<file path="src/design/tmrl_defines.svh">
// Register offsets, field positions, reset values and timing counts
`ifndef TMRL_DEFINES_SVH
`define TMRL_DEFINES_SVH

// Register offsets on the 3-bit register port
`define TMRL_OFS_PERIOD 3'h0
`define TMRL_OFS_COUNT 3'h1
`define TMRL_OFS_CTRL 3'h2
`define TMRL_OFS_RST_SEL 3'h3
`define TMRL_OFS_DUTY 3'h4
`define TMRL_OFS_STATUS 3'h5

// Control register fields
`define TMRL_CTRL_ON_BIT 7
`define TMRL_CTRL_INSTR_BIT 5
`define TMRL_CTRL_MODE_MSB 4
`define TMRL_CTRL_MODE_LSB 0

// Reset source select field and writable mask
`define TMRL_RESET_SOURCE_SELECT_MSB 4
`define TMRL_RESET_SOURCE_SELECT_LSB 0
`define TMRL_RESET_SOURCE_SELECT_MASK 8'h1F

// Status register fields
`define TMRL_STAT_ERS_BIT 0
`define TMRL_STAT_ON_BIT 1
`define TMRL_STAT_PWM_BIT 2

// Reset values
`define TMRL_PERIOD_RST 8'hFF
`define TMRL_CTRL_RST 8'h00
`define TMRL_RESET_SOURCE_SELECT_RST 8'h00
`define TMRL_DUTY_RST 8'h00

// Timer clocks the PWM stays off after an early external reset
`define TMRL_PWM_RESTART_CYC 2'h2

`endif

</file>
<file path="src/design/tmrl_pkg.sv">
// Types shared by the timer external reset limit design
package tmrl_pkg;

  // Operating mode codes of the 5-bit mode field
  typedef enum logic [4:0] {
    TMRL_MODE_FREE = 5'h00,
    TMRL_MODE_EDGE_BOTH = 5'h03,
    TMRL_MODE_EDGE_RISE = 5'h04,
    TMRL_MODE_EDGE_FALL = 5'h05
  } tmrl_mode_type;

  // Reset source selector codes, not all listed; 01100, 01101 and 11001 up are reserved
  typedef enum logic [4:0] {
    TMRL_SRC_PIN = 5'h00,
    TMRL_SRC_TMR1 = 5'h01,
    TMRL_SRC_TMR3 = 5'h03,
    TMRL_SRC_CCP1 = 5'h04,
    TMRL_SRC_PWM5 = 5'h08,
    TMRL_SRC_PWM8 = 5'h0B,
    TMRL_SRC_CMP1 = 5'h0E,
    TMRL_SRC_ZCD = 5'h10,
    TMRL_SRC_CELL1 = 5'h11,
    TMRL_SRC_UART1_RX = 5'h15,
    TMRL_SRC_UART2_TX = 5'h18
  } tmrl_src_type;

endpackage

</file>
<file path="src/design/tmrl_sync.sv">
// Resynchroniser with selectable depth and edge detection
`timescale 1ns/1ns
module tmrl_sync (
  // Clock and reset
  input wire logic sys_clk_i,
  input wire logic srst_i,
  // Raw level and depth select
  input wire logic din_i,
  input wire logic fast_i,
  // Synchronised level and edge pulses
  output logic level_o,
  output logic rise_o,
  output logic fall_o
);

  logic meta_reg;
  logic hold_reg;
  logic fast_reg;
  logic prev_reg;

  // Two-stage path; the first stage feeds only the second
  always_ff @(posedge sys_clk_i) begin
    if (srst_i) begin
      meta_reg <= 1'b0;
      hold_reg <= 1'b0;
    end else begin
      meta_reg <= din_i;
      hold_reg <= meta_reg;
    end
  end

  // Single-stage path for the instruction clock case
  always_ff @(posedge sys_clk_i) begin
    if (srst_i) begin
      fast_reg <= 1'b0;
    end else begin
      fast_reg <= din_i;
    end
  end

  assign level_o = fast_i ? fast_reg : hold_reg;

  // Previous sample, so one edge gives one single-cycle pulse
  always_ff @(posedge sys_clk_i) begin
    if (srst_i) begin
      prev_reg <= 1'b0;
    end else begin
      prev_reg <= level_o;
    end
  end

  assign rise_o = level_o & ~prev_reg;
  assign fall_o = ~level_o & prev_reg;

endmodule

</file>
<file path="src/design/tmrl_timer.sv">
// 8-bit period timer with selectable external reset and edge limit modes
`timescale 1ns/1ns
`include "tmrl_defines.svh"
module tmrl_timer #(
  parameter int TIMER_INDEX = 1,
  parameter int DATA_W = 8
) (
  // Clock and reset
  input wire logic sys_clk_i,
  input wire logic srst_i,
  // Register port
  input wire logic [2:0] reg_addr_i,
  input wire logic [DATA_W-1:0] reg_wdata_i,
  input wire logic reg_wr_i,
  input wire logic reg_rd_i,
  output logic [DATA_W-1:0] reg_rdata_o,
  // Reset source candidates
  input wire logic timer_input_pin_route_i,
  input wire logic [2:0] timer_postscaled_i,
  input wire logic [3:0] capture_compare_output_i,
  input wire logic [3:0] pwm_generator_output_i,
  input wire logic [1:0] comparator_output_i,
  input wire logic zero_cross_output_i,
  input wire logic [3:0] logic_cell_output_i,
  input wire logic [3:0] uart_edge_i,
  // Timer outputs
  output logic [DATA_W-1:0] count_o,
  output logic period_match_o,
  output logic ext_clear_o,
  output logic pwm_o
);

  // This timer's own postscaled output is never its own reset source
  // TIMER_INDEX runs 1 to 3; values above 3 mask nothing
  localparam logic [2:0] OWN_POST_MASK = 3'(1 << (TIMER_INDEX - 1));

  // Registers written by software
  logic [DATA_W-1:0] period_reg;
  logic [DATA_W-1:0] duty_reg;
  logic [DATA_W-1:0] ctrl_reg;
  logic [4:0] reset_source_select_reg;

  // Timer state
  logic [DATA_W-1:0] count_reg;
  logic [DATA_W-1:0] count_next;
  logic match_reg;
  logic clear_reg;
  logic pwm_reg;
  logic [1:0] restart_reg;
  logic [DATA_W-1:0] rdata_reg;

  // Derived control
  logic on_ctrl;
  logic instr_clk;
  tmrl_pkg::tmrl_mode_type mode;
  logic [31:0] source_vec;
  logic external_reset_input;
  logic ers_level;
  logic ers_rise;
  logic ers_fall;
  logic on_sync;
  logic ext_hit;
  logic at_period;
  logic pwm_level;
  logic [DATA_W-1:0] status_word;

  // Decide whether an edge qualifies in the given mode
  // Any other mode code runs free on the period compare alone
  function automatic logic edge_qualifies(
    input tmrl_pkg::tmrl_mode_type m,
    input logic rise,
    input logic fall
  );
    logic hit;
    hit = 1'b0;
    case (m)
      tmrl_pkg::TMRL_MODE_EDGE_BOTH: hit = rise | fall;
      tmrl_pkg::TMRL_MODE_EDGE_RISE: hit = rise;
      tmrl_pkg::TMRL_MODE_EDGE_FALL: hit = fall;
      default: hit = 1'b0;
    endcase
    return hit;
  endfunction

  // Zero the bits of a write that fall outside the mask of implemented bits
  function automatic logic [DATA_W-1:0] masked_write(
    input logic [DATA_W-1:0] wdata,
    input logic [DATA_W-1:0] mask
  );
    return wdata & mask;
  endfunction

  // Write strobe aimed at one register offset
  function automatic logic wr_sel(
    input logic wr,
    input logic [2:0] addr,
    input logic [2:0] ofs
  );
    return wr && (addr == ofs);
  endfunction

  assign on_ctrl = ctrl_reg[`TMRL_CTRL_ON_BIT];
  assign instr_clk = ctrl_reg[`TMRL_CTRL_INSTR_BIT];
  assign mode = tmrl_pkg::tmrl_mode_type'(
    ctrl_reg[`TMRL_CTRL_MODE_MSB:`TMRL_CTRL_MODE_LSB]);

  // Selector table; reserved codes sit as constant zero
  assign source_vec = {
    7'h00, // 11111..11001 reserved
    uart_edge_i, // 11000..10101
    logic_cell_output_i, // 10100..10001
    zero_cross_output_i, // 10000
    comparator_output_i, // 01111..01110
    2'h0, // 01101..01100 reserved
    pwm_generator_output_i, // 01011..01000
    capture_compare_output_i, // 00111..00100
    timer_postscaled_i & ~OWN_POST_MASK,
    timer_input_pin_route_i
  };

  // Index by the 5-bit selector
  assign external_reset_input = source_vec[reset_source_select_reg];

  // Resync of the external reset input; depth follows the clock choice
  // Flipping the clock choice while the input moves can show one false
  // edge, so set the clock choice before the timer is switched on
  tmrl_sync u_ers_sync (
    .sys_clk_i(sys_clk_i),
    .srst_i(srst_i),
    .din_i(external_reset_input),
    .fast_i(instr_clk),
    .level_o(ers_level),
    .rise_o(ers_rise),
    .fall_o(ers_fall)
  );

  // Resync of the on control, same depth rule as the reset input
  tmrl_sync u_on_sync (
    .sys_clk_i(sys_clk_i),
    .srst_i(srst_i),
    .din_i(on_ctrl),
    .fast_i(instr_clk),
    .level_o(on_sync),
    .rise_o(),
    .fall_o()
  );

  // Only a running timer honours an external reset edge
  assign ext_hit = on_sync & edge_qualifies(mode, ers_rise, ers_fall);
  assign at_period = (count_reg == period_reg);

  // Level the PWM takes when no hold-off applies
  assign pwm_level = (count_next < duty_reg);

  // Next count; an external hit beats the period compare
  always_comb begin
    count_next = count_reg;
    if (on_sync) begin
      if (ext_hit) begin
        count_next = '0;
      end else if (at_period) begin
        count_next = '0;
      end else begin
        count_next = DATA_W'(count_reg + 1'b1);
      end
    end
  end

  // Period register
  always_ff @(posedge sys_clk_i) begin
    if (srst_i) begin
      period_reg <= `TMRL_PERIOD_RST;
    end else if (wr_sel(reg_wr_i, reg_addr_i, `TMRL_OFS_PERIOD)) begin
      period_reg <= reg_wdata_i;
    end
  end

  // Duty register for the attached PWM
  always_ff @(posedge sys_clk_i) begin
    if (srst_i) begin
      duty_reg <= `TMRL_DUTY_RST;
    end else if (wr_sel(reg_wr_i, reg_addr_i, `TMRL_OFS_DUTY)) begin
      duty_reg <= reg_wdata_i;
    end
  end

  // Control register: on, clock choice, mode; bit 6 unused
  always_ff @(posedge sys_clk_i) begin
    if (srst_i) begin
      ctrl_reg <= `TMRL_CTRL_RST;
    end else if (wr_sel(reg_wr_i, reg_addr_i, `TMRL_OFS_CTRL)) begin
      ctrl_reg <= masked_write(reg_wdata_i, 8'hBF);
    end
  end

  // Reset source select keeps only its five implemented bits
  always_ff @(posedge sys_clk_i) begin
    if (srst_i) begin
      reset_source_select_reg <= 5'(`TMRL_RESET_SOURCE_SELECT_RST);
    end else if (wr_sel(reg_wr_i, reg_addr_i, `TMRL_OFS_RST_SEL)) begin
      reset_source_select_reg <=
        5'(masked_write(reg_wdata_i, `TMRL_RESET_SOURCE_SELECT_MASK));
    end
  end

  // Counter; a software write loads it, otherwise it runs
  // A write landing on the edge of a reset event keeps the written value
  always_ff @(posedge sys_clk_i) begin
    if (srst_i) begin
      count_reg <= '0;
    end else if (wr_sel(reg_wr_i, reg_addr_i, `TMRL_OFS_COUNT)) begin
      count_reg <= reg_wdata_i;
    end else begin
      count_reg <= count_next;
    end
  end

  // Period match and external clear pulses, one cycle each
  // Both still pulse when a count write lands in the same cycle
  always_ff @(posedge sys_clk_i) begin
    if (srst_i) begin
      match_reg <= 1'b0;
      clear_reg <= 1'b0;
    end else begin
      match_reg <= on_sync & at_period & ~ext_hit;
      clear_reg <= ext_hit;
    end
  end

  // Hold-off after an early reset; counts timer clocks down to zero
  // The counter keeps running meanwhile; only the PWM level is held
  always_ff @(posedge sys_clk_i) begin
    if (srst_i) begin
      restart_reg <= 2'h0;
    end else if (ext_hit) begin
      restart_reg <= `TMRL_PWM_RESTART_CYC;
    end else if (restart_reg != 2'h0) begin
      restart_reg <= restart_reg - 2'h1;
    end
  end

  // PWM output: high while count is below duty, forced low during
  // hold-off so the shortened period never leaves a runt pulse
  always_ff @(posedge sys_clk_i) begin
    if (srst_i) begin
      pwm_reg <= 1'b0;
    end else if (!on_sync || ext_hit) begin
      pwm_reg <= 1'b0;
    end else if (restart_reg > 2'h1) begin
      pwm_reg <= 1'b0;
    end else begin
      pwm_reg <= pwm_level;
    end
  end

  // Status word; unused bits read as zero
  always_comb begin
    status_word = '0;
    status_word[`TMRL_STAT_ERS_BIT] = ers_level;
    status_word[`TMRL_STAT_ON_BIT] = on_sync;
    status_word[`TMRL_STAT_PWM_BIT] = pwm_reg;
  end

  // Read data valid in the cycle after the read strobe only
  // Unmapped offsets and idle cycles return zero
  always_ff @(posedge sys_clk_i) begin
    if (srst_i) begin
      rdata_reg <= '0;
    end else if (reg_rd_i) begin
      case (reg_addr_i)
        `TMRL_OFS_PERIOD: rdata_reg <= period_reg;
        `TMRL_OFS_COUNT: rdata_reg <= count_reg;
        `TMRL_OFS_CTRL: rdata_reg <= ctrl_reg;
        `TMRL_OFS_RST_SEL: rdata_reg <= {3'h0, reset_source_select_reg};
        `TMRL_OFS_DUTY: rdata_reg <= duty_reg;
        `TMRL_OFS_STATUS: rdata_reg <= status_word;
        default: rdata_reg <= '0;
      endcase
    end else begin
      rdata_reg <= '0;
    end
  end

  // Outputs, all from flip-flops
  assign reg_rdata_o = rdata_reg;
  assign count_o = count_reg;
  assign period_match_o = match_reg;
  assign ext_clear_o = clear_reg;
  assign pwm_o = pwm_reg;

endmodule

</file>
<file path="config.mk">
export PLATFORM = sky130hd
export DESIGN_NAME = tmrl_timer
export DESIGN_NICKNAME = d
export VERILOG_FILES = /design/src/design/tmrl_pkg.sv /design/src/design/tmrl_sync.sv /design/src/design/tmrl_timer.sv
export VERILOG_INCLUDE_DIRS = /design/src /design/src/design
export SDC_FILE = /design/constraint.sdc
export NUM_CORES = 1
export LEC_CHECK = 0
export BUFFER_PORTS_ARGS = -buffer_cell sky130_fd_sc_hd__buf_2
export CORE_UTILIZATION = 60
export CTS_CLUSTER_SIZE = 28
export DETAILED_ROUTE_END_ITERATION = 10
export PLACE_DENSITY = 0.9
export SLEW_MARGIN = 20
export SYNTH_ARGS = -nofsm -noshare
export SYNTH_HDL_FRONTEND = slang
export SYNTH_SLANG_ARGS = --single-unit
</file>
<file path="constraint.sdc">
create_clock -name sys_clk_i -period 10.5 [get_ports sys_clk_i]
set_input_delay 0 -clock sys_clk_i [delete_from_list [all_inputs] [get_ports sys_clk_i]]
set_output_delay 0 -clock sys_clk_i [all_outputs]
set_load 0.005 [all_outputs]
</file>
==> results.sh <==
export IMPL_status="completed"
export IMPL_synthArstFlopShare_pct=0
export IMPL_cts_tree="built"
export IMPL_fin_nets=449
export IMPL_maxCapViolCount=0
export IMPL_die_y_um=72.6
export IMPL_clk_root_buffer_cell="clkbuf_8"
export IMPL_dp_cells=458
export IMPL_rr_worst_depth=13
export IMPL_first_iter_violations=255
export IMPL_die_width_um=72.6
export IMPL_whs_path_depth=3
export IMPL_yosysTopAreaCellShare_pct=36.2
export IMPL_instances_no_fill=468
export IMPL_grt_util_all_layers_pct=30.7
export IMPL_synth_area_leaders="dfxtp_1 (36%), mux2i_1 (7.7%), nand2_1 (6.8%)"
export IMPL_grt_max_degree=49
export IMPL_clk_path_buf_depth=2
export IMPL_finalCritPeriodShare_pct=37.2
export IMPL_diodes=0
export IMPL_rsz0062_at_grt="no"
export IMPL_yosys_warnings=0
export IMPL_required_ns=10.75
export IMPL_yosysSeqAreaShare_pct=36.2
export IMPL_fmax_ghz=0.256
export IMPL_core_area_sq_um=4750
export IMPL_clk_pin_slew_ns=0.10
export IMPL_drt_met1_wl_um=3330
export IMPL_finalCoreUtilization_pct=70.7
export IMPL_syn_to_final_growth_pct=12.5
export IMPL_wl_um=7550
export IMPL_h_tree_depth=2
export IMPL_io_pins=57
export IMPL_fillers=397
export IMPL_cts_made_buffers=5
export IMPL_via_per_inst=5.97
export IMPL_layout_drive_gt1_share_pct=18.7
export IMPL_slew_viol_final=0
export IMPL_synth_cells=357
export IMPL_top_layer="met4"
export IMPL_place_congestion=0.884
export IMPL_worstPathMaxFanout=10
export IMPL_synthFlopType="dfxtp_1"
export IMPL_drcViolationCount=0
export IMPL_fin_setup_tns_ns=0
export IMPL_powerDensity_nw_per_um2=115
export IMPL_ant_nets=0
export IMPL_hold_path_class="in2reg"
export IMPL_die_area_sq_um=5270
export IMPL_final_hold_viol_count=0
export IMPL_clkSinkCount=54
export IMPL_synth_area_sq_um=2990
export IMPL_clk_latency_ns=0.31
export IMPL_avgSynthCellArea_sq_um=8.37
export IMPL_dpl_hpwl_um=5380
export IMPL_wl_met3_um=588
export IMPL_grt_pass1_vias=2495
export IMPL_regToRegEndpoint="pwm_o"
export IMPL_synth_nets=405
export IMPL_startpoint_type="register"
export IMPL_setup_viol=0
export IMPL_end_kind="register"
export IMPL_wl_met2_um=3440
export IMPL_period_minus_slack_ns=3.90
export IMPL_grt_overflow_total=0
export IMPL_crit_arrival_ns=4.15
export IMPL_hold_end="period_reg[5]"
export IMPL_io_buffer_count=55
export IMPL_power_mw=0.388
export IMPL_rr_startpoint="ctrl_reg[5]"
export IMPL_wl_per_cell_um=16.1
export IMPL_drt_pass1_iter_count=5
export IMPL_path_class="reg2reg"
export IMPL_rows=25
export IMPL_slew_limit_headroom_pct=49.4
export IMPL_grt_pass1_wl_um=12300
export IMPL_cts_resized=0
export IMPL_vdd_drop_max_v=0.0000762
export IMPL_min_from="reg_wdata_i[5]"
export IMPL_leakage_nw=1.37
export IMPL_fin_skew_ns=0.00987
export IMPL_ys_ff_latch=54
export IMPL_synth_area_leader_cell="dfxtp_1"
export IMPL_synth_edf_count=0
export IMPL_ff2ff_setup_slack_ns=6.60
export IMPL_worst_pin_slew_ns=0.759
export IMPL_ys_types=50
export IMPL_start_util_pct=62.9
export IMPL_grt_antenna_before_repair=0
export IMPL_cts_setup_buffers=0
export IMPL_dr_total_vias=2792
export IMPL_ff_latch_area_sq_um=1080
export IMPL_multi_input_area_sq_um=1750
## cell families (layout without fill, tap and decap cells)
kind of cell,after synthesis,in the layout,share of synthesized area [%]
and+or+nand+nor,152,152,24.7
AOI/OAI and AO/OA,63,63,14.4
adders and majority gates,10,10,4.19
buffers and inverters,37,81,5.36
muxes,29,29,11.6
DFF,54,54,36.2
xor gates and xnor gates,12,12,3.52
## cell usage after synthesis (2+ instances only)
library cell,instances
a21o_1,2
xnor2_1,2
dfxtp_1,54
o32a_1,2
inv_1,15
nand2b_1,8
nor2_2,2
nor3b_2,2
nor2_1,45
xor2_1,10
nor2b_1,8
o21ai_0,10
buf_1,2
mux2i_1,23
ha_1,10
nand4_1,6
o32ai_1,4
a31oi_1,2
nand3_1,6
buf_2,7
a22oi_1,5
nand2_1,54
a311oi_1,4
a211oi_1,4
mux4_2,4
a21oi_1,20
clkbuf_1,10
nand3b_1,9
nor3_1,4
nor4b_1,2
o22a_1,2
## layer usage
metal,global-route usage [%],vias to the layer above
li1,-,1331
met1,41.9,1285
met2,49.1,152
met3,5.52,24
met4,10.9,0
met5,0,-
## how the worst max path moves through the flow
stage	from	end	cells after the start
5_1_grt	ctrl_reg[5]	pwm_o	13
3_3_place_gp	ctrl_reg[5]	pwm_o	13
6_report	ctrl_reg[5]	pwm_o	13
2_1_floorplan	ctrl_reg[5]	pwm_o	14
3_5_place_dp	ctrl_reg[5]	pwm_o	13
4_1_cts	ctrl_reg[5]	pwm_o	13
## critical path, stage by stage (launching register included)
cell,delay (ns)
dfxtp_1,0.48
mux2i_1,0.37
ha_1,0.30
nor3b_2,0.17
a31oi_1,0.05
or4_1,0.63
a21oi_4,0.35
nor2_1,0.09
ha_1,0.19
a21o_1,0.16
a211oi_1,0.28
o21ai_0,0.12
or4b_1,0.50
nor3b_2,0.16
## layout by cell type (no fill, tap or decap), types with 3 or more instances in the layout
master	n
a211oi_1	4
a21oi_1	20
a22oi_1	5
a311oi_1	4
buf_2	55
clkbuf_8	5
dfxtp_1	54
dlygate4sd3_1	3
ha_1	10
inv_1	15
mux2i_1	23
mux4_2	4
nand2_1	54
nand2b_1	8
nand3_1	6
nand3b_1	9
nand4_1	6
nor2_1	45
nor2b_1	8
nor3_1	4
o21ai_0	10
o32ai_1	4
xor2_1	10
## where the power goes
group	leakage (nW)	total, mW	switching, mW	internal, mW
combinational	0.893	0.0579	0.0315	0.0264
sequential	0.438	0.219	0.00832	0.211
clock	0.0373	0.111	0.0654	0.0459
## area by class of cell
class	count	share of cell area (%)
tap	67	2.49
sequential	54	32.2
clock inverter	1	0.223
multi-input combinational	266	52.0
timing repair buffer	59	9.30
inverter	15	1.67
clock buffer	6	2.16
## metrics by stage
stage / area (sq um) / worst slack [ns] / hold slack [ns]
2_1_floorplan: 2990 / 7.14 / 0.121
3_3_place_gp: 3250 / 6.77 / 0.266
3_5_place_dp: 3250 / 6.69 / 0.268
4_1_cts: 3360 / 6.66 / 0.00312
5_1_grt: 3360 / 6.40 / 0.00287
6_report: 3360 / 6.60 / 0.00200
## what timing repair did
action / CTS / global route
hold buffers: 3 / 0
hold endpoints to repair: 4 / 0
endpoints found under the setup margin: 0 / 0
(Power assumes the default switching activity.)
